===== src/verilog/cpo_pkg.sv =====
// constants and register map for the compare/pwm output unit
// Notes on behaviour
// - timer base freezes while system clock sleeps
// - pin routes to alternate location by select
// - standard pwm waveform, up to 10 bits
// - only period, timer, duty, control steer pwm
// - pin driven only when direction bit output
// - zero control register releases pin, clears latch
// - unimplemented bits read zero, ignore writes
// - zero duty always off, full scale on
// - high level is on, pulse width
// - period match clears timer, sets pin, latches
// - duty is low byte plus two control bits
// - time base equal latched duty clears pin
// - duty high byte read-only during pwm
package cpo_pkg;
    // register byte offsets on the apb bus
    localparam logic [7:0] CPO_CTRL_OFS      = 8'h00;
    localparam logic [7:0] CPO_DUTY_LO_OFS   = 8'h04;
    localparam logic [7:0] CPO_DUTY_HI_OFS   = 8'h08;
    localparam logic [7:0] CPO_PERIOD_OFS    = 8'h0c;
    localparam logic [7:0] CPO_TCTRL_OFS     = 8'h10;
    localparam logic [7:0] CPO_DIR_OFS       = 8'h14;
    localparam logic [7:0] CPO_ALT_OFS       = 8'h18;
    localparam logic [7:0] CPO_COUNT_OFS     = 8'h1c;
    // channel control fields
    localparam int         CPO_MODE_LSB      = 0;
    localparam int         CPO_DLOW_LSB      = 4;
    localparam logic [1:0] CPO_PWM_MODE      = 2'h3;
    // timer control fields
    localparam int         CPO_PRE_LSB       = 0;
    localparam int         CPO_TON_BIT       = 2;
    localparam logic [1:0] CPO_PRE_1         = 2'h0;
    localparam logic [1:0] CPO_PRE_4         = 2'h1;
    // prescaler terminal counts, four clocks per timer step at 1:1
    localparam logic [5:0] CPO_TOP_1         = 6'h03;
    localparam logic [5:0] CPO_TOP_4         = 6'h0f;
    localparam logic [5:0] CPO_TOP_16        = 6'h3f;
    // reset values
    localparam logic [7:0] CPO_CTRL_RST      = 8'h00;
    localparam logic [7:0] CPO_DUTY_RST      = 8'h00;
    localparam logic [7:0] CPO_PERIOD_RST    = 8'hff;
    localparam logic [2:0] CPO_TCTRL_RST     = 3'h0;
    localparam logic       CPO_DIR_RST       = 1'b1;
    localparam logic       CPO_ALT_RST       = 1'b0;
endpackage : cpo_pkg


===== src/verilog/cpo_pwm_top.sv =====
// apb register file and standard pwm output logic for one channel
//
// The APB register port and the placing of the registers are this design's own decisions.
`timescale 1ns/1ps
module cpo_pwm_top
    import cpo_pkg::*;
(
    // clock and reset
    input  wire logic        clock_in,
    input  wire logic        reset_in,
    // power state
    input  wire logic        sleep_in,
    // apb slave
    input  wire logic [7:0]  paddr_in,
    input  wire logic        psel_in,
    input  wire logic        penable_in,
    input  wire logic        pwrite_in,
    input  wire logic [31:0] pwdata_in,
    input  wire logic [3:0]  pstrb_in,
    output logic      [31:0] prdata_out,
    output logic             pready_out,
    output logic             pslverr_out,
    // channel output pin, default location
    output logic             pin_a_out,
    output logic             pin_a_oe_n_out,
    // channel output pin, alternate location
    output logic             pin_b_out,
    output logic             pin_b_oe_n_out
);
    typedef struct packed {
        logic [7:0] ctrl;
        logic [7:0] duty_lo;
        logic [7:0] duty_hi;
        logic [1:0] low_latch;
        logic [7:0] period;
        logic [2:0] tctrl;
        logic       dir;
        logic       alt;
        logic       pin;
        logic [7:0] rdata;
        logic       err;
    } cpo_state_t;

    cpo_state_t state_reg;
    cpo_state_t state_next;
    logic [7:0] count;
    logic [9:0] time_base;
    logic       rollover;
    logic       pwm_on;
    logic       run;
    logic       setup;
    logic       wr;
    logic       drive;
    logic [9:0] duty_new;
    logic [9:0] duty_act;

    // pwm mode decode from the mode select field
    function automatic logic cpo_is_pwm(input logic [7:0] ctrl);
        cpo_is_pwm = (ctrl[CPO_MODE_LSB+3 -: 2] == CPO_PWM_MODE);
    endfunction : cpo_is_pwm

    // address decode, true for a mapped offset
    function automatic logic cpo_mapped(input logic [7:0] addr);
        case (addr)
            CPO_CTRL_OFS, CPO_DUTY_LO_OFS, CPO_DUTY_HI_OFS, CPO_PERIOD_OFS,
            CPO_TCTRL_OFS, CPO_DIR_OFS, CPO_ALT_OFS, CPO_COUNT_OFS: cpo_mapped = 1'b1;
            default: cpo_mapped = 1'b0;
        endcase
    endfunction : cpo_mapped

    // control decode
    assign pwm_on   = cpo_is_pwm(state_reg.ctrl);
    assign run      = state_reg.tctrl[CPO_TON_BIT] && !sleep_in;
    assign setup    = psel_in && !penable_in;
    assign wr       = psel_in && penable_in && pwrite_in && pstrb_in[0];
    assign duty_new = {state_reg.duty_lo, state_reg.ctrl[CPO_DLOW_LSB+1 -: 2]};
    assign duty_act = {state_reg.duty_hi, state_reg.low_latch};

    // time base from period register, timer control and sleep input
    cpo_time_base u_time_base (
        .clock_in      (clock_in),
        .reset_in      (reset_in),
        .run_in        (run),
        .prescale_in   (state_reg.tctrl[CPO_PRE_LSB+1 -: 2]),
        .period_in     (state_reg.period),
        .count_out     (count),
        .time_base_out (time_base),
        .rollover_out  (rollover)
    );

    // register writes, duty latch, output latch and read capture
    always_comb begin
        state_next = state_reg;
        // software writes, low byte lane only
        if (wr) begin
            case (paddr_in)
                CPO_CTRL_OFS:    state_next.ctrl    = pwdata_in[7:0];
                CPO_DUTY_LO_OFS: state_next.duty_lo = pwdata_in[7:0];
                CPO_DUTY_HI_OFS: begin
                    if (!pwm_on) begin
                        state_next.duty_hi = pwdata_in[7:0];
                    end
                end
                CPO_PERIOD_OFS:  state_next.period  = pwdata_in[7:0];
                CPO_TCTRL_OFS:   state_next.tctrl   = pwdata_in[2:0];
                CPO_DIR_OFS:     state_next.dir     = pwdata_in[0];
                CPO_ALT_OFS:     state_next.alt     = pwdata_in[0];
                default:         state_next.ctrl    = state_reg.ctrl;
            endcase
        end
        // pwm engine: period rollover wins over the duty match
        if (!pwm_on) begin
            state_next.pin = 1'b0;
        end else if (rollover) begin
            state_next.duty_hi   = state_reg.duty_lo;
            state_next.low_latch = state_reg.ctrl[CPO_DLOW_LSB+1 -: 2];
            state_next.pin       = (duty_new != 10'h000);
        end else if (time_base == duty_act) begin
            state_next.pin = 1'b0;
        end
        // read data captured in the setup phase
        if (setup) begin
            state_next.err = !cpo_mapped(paddr_in);
            case (paddr_in)
                CPO_CTRL_OFS:    state_next.rdata = state_reg.ctrl;
                CPO_DUTY_LO_OFS: state_next.rdata = state_reg.duty_lo;
                CPO_DUTY_HI_OFS: state_next.rdata = state_reg.duty_hi;
                CPO_PERIOD_OFS:  state_next.rdata = state_reg.period;
                CPO_TCTRL_OFS:   state_next.rdata = {5'h00, state_reg.tctrl};
                CPO_DIR_OFS:     state_next.rdata = {7'h00, state_reg.dir};
                CPO_ALT_OFS:     state_next.rdata = {7'h00, state_reg.alt};
                CPO_COUNT_OFS:   state_next.rdata = count;
                default:         state_next.rdata = 8'h00;
            endcase
        end
    end

    // state register with reset defaults
    always_ff @(posedge clock_in) begin
        if (reset_in) begin
            state_reg.ctrl      <= CPO_CTRL_RST;
            state_reg.duty_lo   <= CPO_DUTY_RST;
            state_reg.duty_hi   <= CPO_DUTY_RST;
            state_reg.low_latch <= 2'h0;
            state_reg.period    <= CPO_PERIOD_RST;
            state_reg.tctrl     <= CPO_TCTRL_RST;
            state_reg.dir       <= CPO_DIR_RST;
            state_reg.alt       <= CPO_ALT_RST;
            state_reg.pin       <= 1'b0;
            state_reg.rdata     <= 8'h00;
            state_reg.err       <= 1'b0;
        end else begin
            state_reg <= state_next;
        end
    end

    // apb answer, zero wait states
    assign pready_out  = 1'b1;
    assign prdata_out  = {24'h000000, state_reg.rdata};
    assign pslverr_out = psel_in && penable_in && state_reg.err;

    // pin drive: pwm mode, direction output, selected location
    assign drive          = pwm_on && !state_reg.dir;
    assign pin_a_out      = state_reg.pin;
    assign pin_b_out      = state_reg.pin;
    assign pin_a_oe_n_out = !(drive && !state_reg.alt);
    assign pin_b_oe_n_out = !(drive && state_reg.alt);
endmodule : cpo_pwm_top


===== src/verilog/cpo_time_base.sv =====
// prescaler and 8-bit period timer forming the 10-bit time base
`timescale 1ns/1ps
module cpo_time_base
    import cpo_pkg::*;
(
    // clock and reset
    input  wire logic       clock_in,
    input  wire logic       reset_in,
    // control
    input  wire logic       run_in,
    input  wire logic [1:0] prescale_in,
    input  wire logic [7:0] period_in,
    // time base
    output logic      [7:0] count_out,
    output logic      [9:0] time_base_out,
    output logic            rollover_out
);
    typedef struct packed {
        logic [5:0] pre;
        logic [7:0] count;
    } cpo_tb_state_t;

    cpo_tb_state_t state_reg;
    cpo_tb_state_t state_next;
    logic [5:0]    top;
    logic          step;

    // terminal count of the prescaler for the selected ratio
    function automatic logic [5:0] cpo_pre_top(input logic [1:0] code);
        case (code)
            CPO_PRE_1: cpo_pre_top = CPO_TOP_1;
            CPO_PRE_4: cpo_pre_top = CPO_TOP_4;
            default:   cpo_pre_top = CPO_TOP_16;
        endcase
    endfunction : cpo_pre_top

    // step and rollover decode
    assign top          = cpo_pre_top(prescale_in);
    assign step         = run_in && (state_reg.pre >= top);
    assign rollover_out = step && (state_reg.count == period_in);

    // next state: timer clears on the step after it equals period
    always_comb begin
        state_next = state_reg;
        if (run_in) begin
            state_next.pre = step ? 6'h00 : state_reg.pre + 6'h01;
            if (rollover_out) begin
                state_next.count = 8'h00;
            end else if (step) begin
                state_next.count = state_reg.count + 8'h01;
            end
        end
    end

    // state register
    always_ff @(posedge clock_in) begin
        if (reset_in) begin
            state_reg <= '0;
        end else begin
            state_reg <= state_next;
        end
    end

    // time base as it stands after the coming edge, so a registered pin
    // falls in the very clock in which the timer reaches the duty value
    always_comb begin
        case (prescale_in)
            CPO_PRE_1: time_base_out = {state_next.count, state_next.pre[1:0]};
            CPO_PRE_4: time_base_out = {state_next.count, state_next.pre[3:2]};
            default:   time_base_out = {state_next.count, state_next.pre[5:4]};
        endcase
    end
    assign count_out = state_reg.count;
endmodule : cpo_time_base

===== config.mk =====
export PLATFORM = sky130hd
export DESIGN_NAME = cpo_pwm_top
export DESIGN_NICKNAME = d
export VERILOG_FILES = /design/src/verilog/cpo_pkg.sv /design/src/verilog/cpo_pwm_top.sv /design/src/verilog/cpo_time_base.sv
export SDC_FILE = /design/constraint.sdc
export NUM_CORES = 1
export LEC_CHECK = 0
export ABC_AREA = 0
export BUFFER_PORTS_ARGS = -buffer_cell sky130_fd_sc_hd__buf_2
export CORE_MARGIN = 2
export CORE_UTILIZATION = 58
export DETAILED_ROUTE_END_ITERATION = 7
export GPL_ROUTABILITY_DRIVEN = 0
export PLACE_DENSITY = 0.94
export SYNTH_ARGS = -nofsm -noshare
export SYNTH_HDL_FRONTEND = slang
export SYNTH_SLANG_ARGS = --single-unit

===== constraint.sdc =====
create_clock -name clock_in -period 3.8 [get_ports clock_in]
set_input_delay 0.38 -clock clock_in [delete_from_list [all_inputs] [get_ports clock_in]]
set_output_delay 0.38 -clock clock_in [all_outputs]
set_load 0.01 [all_outputs]

# After elaboration in Yosys (flattened, before gate mapping)
# Memories as Yosys holds them, arrays and structs flattened.
# Cells that the tools add are included.
# Widths: inputs -> output; s select.
# totals
regBits,63
rom_bits,32
in_bits,50
wordCells,76
mem_count,1
# memory_table
name,depth,width,rd,rd_ports_with_merged_regs,wr,line,rtl
(no name shown),32,1,1,0,0,cpo_pwm_top.sv:64,case (addr)
# op_classes
add_sub_neg,2
n_lt_le_gt_ge,1
n_eq_ne,11
muxes,16
bitwise_logic,1
n_reduce_logical,31
# op_table
cell,n
$pmux 8 s8,1
$mux 8,5
$eq 8x5->1 const B,4
$mux 10,2
$eq 8x4->1 const B,2
$mux 14,1
$reduce_and 2->1,7
$pmux 6 s2,1
$logic_and 1x1->1,11
$eq 10x10->1,1
$reduce_bool 10->1,1
$add 8x1->8 const B,1
$eq 8x3->1 const B,1
$eq 8x8->1,1
$logic_not 8->1,1
$logic_not 1->1,7
$add 6x1->6 const B,1
$ge 6x6->1,1
$mux 6,1
$mux 1,4
$pmux 2 s2,1
$logic_not 3->1,1
$eq 2x1->1 const B,1
$eq 2x2->1 const B,1
other kinds (4),4

# Longest topological paths before layout
# Gate-level depths: netlist of run 1.
# logic_depth
ltp_word,11
depth_mapped,11
depth_no_buf,10

# Cells and area by module
# From an unflattened synthesis of run 1, not the netlist that was laid out.
# unflattened
cells_unflattened,464
hier_area_um2,3918.8
# modules_own_cells
module,n_inst,cells_per_inst,area_each_um2,seq_area_each_um2
cpo_pwm_top,1,315,2743.9,980.9
cpo_time_base,1,149,1174.9,280.3

# Worst setup path before layout of run 1
# OpenSTA, ideal clock, no wires.
# synth_path
kind,flip-flop to flip-flop
from,register state_reg[13] (netlist bit)
to,register state_reg (netlist bit pin_a_out)
setup_ns,0.131
arrival_ns,2.433
required_ns,3.669
slack_ns,1.236
stages_incl_launch_ff,11
n_path_buf,0
synth_period_minus_slack_ns,2.564
cell_sequence,dfxtp_1 inv_1 ha_1 and3_2 a221o_2 nor4_1 a21oi_1 mux2i_1 xor2_1 a2111oi_2 a31oi_1
# synth_between
elab_chain_cells,9
word_cells_on_any_way,14
cone_classes,1 x order compare; 2 x eq/ne; 7 x mux; 4 x reduce/logical
# synth_rtl
item,line,rtl
start: declaration,cpo_pwm_top.sv:44,cpo_state_t state_reg;
start signal: assignment,cpo_pwm_top.sv:153,state_reg <= state_next;
$eq 2x1->1 / $logic_not 2->1 (equally long branches),"cpo_time_base.sv:30, cpo_time_base.sv:67",
$pmux 6 s2,cpo_time_base.sv:30,case (code)
$ge 6x6->1,cpo_time_base.sv:39,assign step = run_in && (state_reg.pre >= top);
$logic_and 1x1->1,cpo_time_base.sv:39,
"$mux 6, or another cell as far along",cpo_time_base.sv:46,state_next.pre = step ? 6'h00 : state_reg.pre + 6'h01;
$mux 14 / $mux 8 (equally long branches),"cpo_time_base.sv:45, cpo_time_base.sv:47",
$pmux 2 s2 / $mux 14 (equally long branches),"cpo_time_base.sv:67, cpo_time_base.sv:45",
$eq 10x10->1,cpo_pwm_top.sv:118,end else if (time_base == duty_act) begin
$reduce_bool 2->1 (no source line),n/a,
# Parallel ways exist; a longest one is shown, timed or not.
# A chain may end at the register's enable or synchronous reset.

# Final worst setup path of run 1
# layout_path
from,register state_reg[13] (netlist bit)
to,register state_reg (netlist bit duty_act[5])
# layout_between
elab_chain_cells,7
word_cells_on_any_way,8
cone_classes,1 x order compare; 1 x eq/ne; 3 x mux; 3 x reduce/logical
# layout_rtl
item,line,rtl
$eq 2x1->1 / $logic_not 2->1 (equally long branches),cpo_time_base.sv:30,
$pmux 6 s2 *,cpo_time_base.sv:30,
$ge 6x6->1 *,cpo_time_base.sv:39,
$logic_and 1x1->1 *,cpo_time_base.sv:39,
$logic_and 1x1->1 *,cpo_time_base.sv:40,assign rollover_out = step && (state_reg.count == period_in);
$mux 10 *,cpo_pwm_top.sv:114,end else if (rollover) begin
$mux 10 *,cpo_pwm_top.sv:112,if (!pwm_on) begin
# Mark *: on every way between the ends. The rest lies on a longest branch, timed or not.

==> flow_summary.rst, run 1 <==
.. list-table::
   :header-rows: 1

   * - Metric
     - Value
   * - Result of the run
     - completed
   * - Count of mapped cells out of synthesis
     - around 450
   * - Static leakage
     - between 1.5 and 2 nW
   * - Count of different cell masters after synthesis
     - 61
   * - Number of flops mapped to enable cells by yosys
     - 0
   * - Number of rows created at floorplan
     - 29
   * - P_int
     - ~1.1 mW
   * - Share of cells above drive strength 1
     - 0.171
   * - Number of diodes
     - 0
   * - Clock Skews
     - 0.00949 ns
   * - Fraction of power spent switching nets
     - 0.242
   * - WL final
     - 8780 µm
   * - Max Fclk
     - ~0.33 GHz
   * - Detailed Place HPWL
     - 6350 µm
   * - Total congestion overflow after global routing
     - 0
   * - Share of total power in the clock network
     - 0.462
   * - Post-Syn Area
     - 0.00377 mm²
   * - Starting density of the core
     - 0.597
   * - Critical path endpoint category
     - register
   * - Number of global-route vias before repair
     - between 3000 and 4000
   * - Count of port buffers added during placement
     - 35
   * - PostCTS Resize Cnt
     - 0
   * - Sequential cell fraction of total power
     - 0.476
   * - Post-synthesis sequential area ratio
     - 0.335
   * - Number of flip-flops in the largest register
     - 20
   * - Main flop type after synthesis
     - dfxtp_1
   * - Clk Latency, worst-skew pair
     - 0.36 ns
   * - Final Total Pwr
     - 1.40 mW
   * - Path type of the worst min-delay path
     - in -> reg
   * - Data required time of the critical path
     - 3.98 ns
   * - Final period utilization
     - 0.800
   * - Number of CTS-inserted buffers
     - 9
   * - Die area
     - roughly 0.0072 mm²
   * - Die outline height
     - around 85 µm
   * - Synthesis Warnings
     - 0
   * - Flip-flop and latch count after synthesis
     - 63
   * - CTS tree
     - built
   * - Critical path class
     - reg -> reg
   * - Number of violations of the max-capacitance limit
     - 0
   * - Worst reg2reg path endpoint
     - duty_act[5]
   * - Transition time of the tightest slew-check pin
     - 1.08 ns
   * - Count of H-tree levels built during CTS
     - 3
   * - Core Box Area
     - about 0.0063 mm²
   * - Net total in the final layout
     - ~520
   * - Via density per instance
     - 6.16
   * - Comb power frac
     - 0.062
   * - Area growth from synthesis to final layout
     - 5.55%
   * - Min-Delay Endpoint
     - state_reg[19]
   * - Global-route wire length before repair
     - 14500 µm
   * - Setup slack of the worst register-to-register path
     - ~0.76 ns
   * - Average footprint of a synthesized cell
     - between 8 and 9 µm²
   * - First drt pass iteration count
     - 6
   * - Number of pins exceeding their max-slew limit in the final report
     - 0
   * - Worst hold path cell count
     - 3
   * - Setup Total Neg Slack
     - 0 ns
   * - Post-Layout Cell Count
     - about 550
   * - Count of endpoints failing hold in the final timing report
     - 0
   * - Register-to-Register Path Depth
     - 9
   * - Maximum number of pins on one net before global-route repair
     - 64
   * - Clock Root Buffer
     - clkbuf_8
   * - Total via count in the routed design
     - 3359
   * - Net switching power figure
     - 0.339 mW
   * - Total Routing Usage GR
     - 0.252
   * - Die W
     - 84.6 µm
   * - Worst supply voltage drop on vdd
     - 0.000362 V
   * - Drt drc
     - 0
   * - Cell Pwr Density
     - 352 mW/mm²
   * - Boundary Pins
     - 88
   * - Setup repair after global routing missed its margin
     - no
   * - Most used cells in the layout excluding fill and tap cells
     - dfxtp_1 (63), nor2_1 (50), nand2_1 (48)
   * - R2r startpoint
     - state_reg[13]
   * - Clock transition time at the flip-flop clock pins of the worst setup and hold paths
     - 0.07 ns
   * - Most common cell after layout, fill and taps aside
     - dfxtp_1
   * - Number of inserted filler cells in the final layout
     - 512
   * - Buffer count from post-CTS setup fixing
     - 0
   * - Min-Delay Startpoint
     - pwdata_in[4]
   * - Detail Route Antenna Nets
     - 0
   * - Period minus WS final
     - 3.04 ns
   * - Smallest hold slack
     - 0.294 ns
   * - Remaining max-slew budget at the tightest pin
     - 0.281
   * - # hold bufs at CTS
     - 0
   * - Sinks on Clock Net
     - 63
   * - Initial drt markers
     - about 320
   * - Arrival time at the worst endpoint
     - 3.22 ns
   * - Setup-violating endpoint count in the final report
     - 0
   * - Number of placed cells counting well taps
     - roughly 530
   * - Ys async rst share
     - 0
   * - Avg WL per Cell
     - 16.1 µm
   * - Number of antenna violations at the first check in global routing
     - 0
   * - Element type at the critical path start
     - register
   * - Clock Path Buffers
     - 2
   * - Critical Path Fanout Max
     - 18
==> synth_stat cells (3+ instances only) <==
library cell / count / area [µm²]
nand4_1: 5 / 31.3
clkbuf_1: 12 / 45.0
a31oi_1: 3 / 18.8
buf_2: 3 / 15.0
nor3_1: 9 / 45.0
inv_1: 3 / 11.3
xor2_1: 5 / 43.8
nand2_2: 3 / 18.8
xnor2_1: 15 / 131
nor4_1: 5 / 31.3
nand3b_1: 9 / 67.6
nor3b_1: 3 / 22.5
buf_4: 36 / 270
a21oi_1: 34 / 170
nand3_1: 20 / 100
and3_1: 6 / 37.5
buf_6: 3 / 33.8
dfxtp_1: 63 / 1260
nor2b_1: 8 / 50.1
a221oi_1: 3 / 26.3
mux4_2: 3 / 67.6
ha_1: 4 / 50.1
o21ai_0: 13 / 65.1
nand2_1: 48 / 180
mux2i_1: 26 / 260
a211oi_1: 12 / 90.1
nor2_1: 50 / 188
==> per-stage QoR <==
stage                     setup WS, ns   util  instance area [µm²]
final                            0.759  0.630                 3980
after global placement           0.947  0.595                 3750
after floorplan                   1.24      -                 3850
after CTS                        0.775  0.630                 3980
after global routing             0.591  0.630                 3980
after detailed placement         0.888  0.595                 3750
==> worst max-delay path by stage <==
| stage | slack, ns | start | to | cells past startpoint |
|---|---|---|---|---|
| final | 0.76 | state_reg[13] | duty_act[5] | 9 |
| after global routing | 0.59 | state_reg[13] | duty_act[5] | 9 |
| after CTS | 0.77 | state_reg[13] | duty_act[5] | 9 |
| after detailed placement | 0.89 | state_reg[13] | pin_a_out | 10 |
| after global placement | 0.95 | state_reg[13] | pin_a_out | 10 |
| after floorplan | 1.24 | state_reg[13] | pin_a_out | 10 |
==> cell type report <==
type	count	area [µm²]	share of cell area
Timing Repair Buffer	37	190	0.0478
Clock buffer	9	124	0.0312
Sequential cell	63	1260	0.317
Tap cell	77	96.3	0.0242
Clock inverter	7	97.6	0.0246
Inverter	3	11.3	0.00283
Multi-Input combinational cell	349	2190	0.552
==> power groups by stage <==
stage / combinational, mW / sequential, mW / clock (mW)
after floorplan: 0.0817 / 0.682 / 0
after global placement: 0.0823 / 0.682 / 0
after detailed placement: 0.0843 / 0.682 / 0
after CTS: 0.0847 / 0.667 / 0.655
after global routing: 0.0940 / 0.667 / 0.683
final: 0.0864 / 0.667 / 0.647
==> critical path: stages (launching register included) <==
cell and delay (ns):
dfxtp_1 0.48, inv_1 0.17, ha_1 0.34, nor4bb_4 0.36, a221oi_2 0.12, nor2_2 0.30
buf_4 0.22, nand4_2 0.43, nor2_1 0.32, a211oi_1 0.10
==> logic make-up after synthesis <==
kind of cell | after synthesis | share of synthesized area
compound gates | 85 | 0.152
xor+xnor | 20 | 0.0465
fa+ha+maj | 4 | 0.0133
buf+inv | 60 | 0.105
flops | 63 | 0.335
mux | 31 | 0.0930
other cells | 2 | 0.00199
simple gates | 184 | 0.253
==> routing by layer <==
| metal | up-vias | routed length [µm] | GRT usage |
|---|---|---|---|
| met5 | - | 0 | 0 |
| met3 | 39 | 631 | 0.0521 |
| met1 | 1573 | 3520 | 0.316 |
| met4 | 0 | 378 | 0.144 |
| met2 | 184 | 4250 | 0.404 |
| li1 | 1563 | - | - |
Power figures use the tool's default switching activity.
==> run 2, diff against run 1 <==
ABC_AREA = 1   (was 0)
CORE_UTILIZATION = 54   (was 58)
PLACE_DENSITY = 0.89   (was 0.94)
clock period = 3.05 ns   (was 3.8 ns; I/O delays follow)
==> flow_summary.rst, run 2 <==
.. list-table::
   :header-rows: 1

   * - Metric
     - Value
   * - Result of the run
     - completed
   * - CP dominant cell by count
     - nand2_1
   * - Total congestion overflow after global routing
     - 0
   * - Buffer count from post-CTS setup fixing
     - 0
   * - Ys async rst share
     - 0
   * - Net total in the final layout
     - 634
   * - Number of pins exceeding their max-slew limit in the final report
     - 0
   * - Share of cells above drive strength 1
     - 0.133
   * - Detail Route Antenna Nets
     - 0
   * - Total via count in the routed design
     - roughly 4000
   * - Maximum number of pins on one net before global-route repair
     - 41
   * - Critical path endpoint category
     - register
   * - Critical Path Fanout Max
     - 13
   * - Final Total Pwr
     - 1.61 mW
   * - First drt pass iteration count
     - 5
   * - Number of flip-flops in the largest register
     - 20
   * - Number of placed cells counting well taps
     - 649
   * - Sinks on Clock Net
     - 63
   * - Total Routing Usage GR
     - 0.268
   * - Remaining max-slew budget at the tightest pin
     - 0.321
   * - Count of port buffers added during placement
     - 35
   * - Clock Root Buffer
     - clkbuf_8
   * - PostCTS Resize Cnt
     - 0
   * - Avg WL per Cell
     - 15.3 µm
   * - Post-layout worst setup margin
     - 0.362 ns
   * - Static leakage
     - 1.80 nW
   * - Worst slack after detailed placement
     - between 0.4 and 0.5 ns
   * - Number of inserted filler cells in the final layout
     - ~610
   * - Number of rows created at floorplan
     - 30
   * - Final period utilization
     - 0.881
   * - Slowest cell delay on critical path
     - 0.50 ns
   * - Biggest area contributors in the synthesized netlist
     - dfxtp_1 (33%), nand2_1 (12%), inv_1 (7.7%)
   * - Count of different cell masters after synthesis
     - 40
   * - Most common cell after layout, fill and taps aside
     - nand2_1
   * - Die area
     - between 0.007 and 0.008 mm²
   * - CTS tree
     - built
   * - Setup repair after global routing missed its margin
     - no
   * - Path type of the worst min-delay path
     - in -> reg
   * - Drt drc
     - 0
   * - Flip-flop and latch count after synthesis
     - 63
   * - Setup Total Neg Slack
     - 0 ns
   * - Detailed Place HPWL
     - between 7000 and 8000 µm
   * - Most used cells in the layout excluding fill and tap cells
     - nand2_1 (121), inv_1 (77), dfxtp_1 (63)
   * - Global-route wire length before repair
     - 16300 µm
   * - Number of antenna violations at the first check in global routing
     - 0
   * - Cell Pwr Density
     - 404 mW/mm²
   * - Count of H-tree levels built during CTS
     - 3
   * - Main flop type after synthesis
     - dfxtp_1
   * - Number of flops mapped to enable cells by yosys
     - 0
   * - Post-synth top area share
     - 0.335
   * - Via density per instance
     - 5.89
   * - Period minus WS final
     - between 2 and 3 ns
   * - Slowest cell on the critical path
     - dfxtp_1
   * - Data required time of the critical path
     - 3.28 ns
   * - Transition time of the tightest slew-check pin
     - approximately 1.0 ns
   * - Number of CTS-inserted buffers
     - 9
   * - Clock transition time at the flip-flop clock pins of the worst setup and hold paths
     - ~0.07 ns
   * - Clk Latency, worst-skew pair
     - 0.35 ns
   * - Post-synth top cells
     - nand2_1 (121), inv_1 (77), dfxtp_1 (63), o21ai_0 (47), a21oi_1 (45)
   * - Most common cell in the netlist
     - nand2_1
   * - Die outline height
     - 87.6 µm
   * - Max Fclk
     - 0.372 GHz
   * - Post-Layout Cell Count
     - between 600 and 700
   * - Leading area contributor after synthesis
     - dfxtp_1
   * - WL final
     - 10100 µm
   * - Clock Skews
     - 0.00858 ns
   * - Critical path class
     - reg -> reg
   * - Clock Path Buffers
     - 2
   * - Arrival time at the worst endpoint
     - 2.92 ns
   * - Die W
     - 87.6 µm
   * - Number of global-route vias before repair
     - 3569
   * - Worst-path cell chain
     - inv_1 > ha_1 > nand2_1 > nor2_1 > nand3_4 > nand2_4 > nand3_2 > nand3_1 > nand2_1 > nand2_1 > nand3_1 > nor2_1 > nand4_1 > nand2_1 > a21oi_1
   * - Post-Syn Area
     - 0.00377 mm²
   * - Post-synthesis sequential area ratio
     - 0.335
   * - Count of endpoints failing hold in the final timing report
     - 0
   * - Number of diodes
     - 0
   * - Cell type group with the largest total delay on the critical path
     - simple AND/OR/NAND/NOR gates
   * - Starting density of the core
     - 0.558
   * - Worst supply voltage drop on vdd
     - 0.000404 V
   * - Area growth from synthesis to final layout
     - 5.97%
   * - Synthesis Warnings
     - 0
   * - # hold bufs at CTS
     - 0
   * - Number of violations of the max-capacitance limit
     - 0
   * - Buffer and inverter count on the worst path
     - 1
   * - Setup-violating endpoint count in the final report
     - 0
   * - Element type at the critical path start
     - register
   * - Core Box Area
     - around 0.0068 mm²
   * - Count of mapped cells out of synthesis
     - 558
   * - Boundary Pins
     - 88
   * - Initial drt markers
     - 460
   * - Average footprint of a synthesized cell
     - about 6.8 µm²
[run 2: cell types whose count changed in the layout (fill, tap and decap cells not counted), sizes merged, moves of 11 or more]
cell,previous run,this run
nand2,51,128
mux2i,26,0
inv,3,82
nand3,22,35
nor2,53,42
o21ai,13,50
a211oi,12,0
xnor2,15,0
[run 2: per-stage QoR]
stage                     cell area [µm²]  hold WS, ns  utilization
after floorplan                      3860        0.374            -
final                                4000        0.190        0.591
after global routing                 4000        0.206        0.591
after detailed placement             3810        0.456        0.563
after global placement               3810        0.454        0.563
after CTS                            4000        0.199        0.591
[run 2: layer usage]
layer / GRT usage / part of all wire / up-vias
li1: - / - / 1817
met2: 0.448 / 0.48 / 301
met3: 0.0452 / 0.11 / 53
met5: 0 / 0 / -
met1: 0.330 / 0.37 / 1744
met4: 0.144 / 0.043 / 0
[run 2: final timing paths]
| kind | from | endpoint | slack, ns | cells past startpoint |
|---|---|---|---|---|
| setup / recovery | state_reg[13] | pin_a_out | 0.36 | 15 |
| hold / removal | pwdata_in[7] | state_reg[22] | 0.19 | 3 |
| setup reg to reg | state_reg[13] | pin_a_out | 0.36 | 15 |
| hold reg to reg | prdata_out[5] | prdata_out[5] | 0.47 | 2 |
[run 2: cell families (layout without fill, tap and decap cells)]
kind of cell	count (synthesis)	count (layout)	synth area share
flip-flops	63	63	0.335
buffers and inverters	131	135	0.173
XOR/XNOR	5	5	0.0116
adder cells (fa/ha/maj)	4	4	0.0133
other	2	25	0.00199
AO/OA/AOI/OAI	123	123	0.181
AND/OR/NAND/NOR	230	230	0.285
[run 2: area by class of cell]
class | instances | area [µm²] | area share
tap | 80 | 100 | 0.0251
clock buffer | 10 | 128 | 0.0319
sequential | 63 | 1260 | 0.316
multi-input combinational | 387 | 1940 | 0.487
timing repair buffer | 37 | 190 | 0.0476
clock inverter | 6 | 61.3 | 0.0153
inverter | 82 | 310 | 0.0777
[run 2: where the power goes]
part	total [mW]	internal (mW)	switching, mW
Sequential	0.824	0.823	0.000808
Combinational	0.0730	0.0170	0.0560
Clock	0.716	0.374	0.342
Total	1.61	1.21	0.399
[run 2: worst min-delay path: cells and delay by family]
kind	cells	cell delay, ns
AO/OA/AOI/OAI	1	0.06
buffers and inverters	1	0.09
AND/OR/NAND/NOR	1	0.05
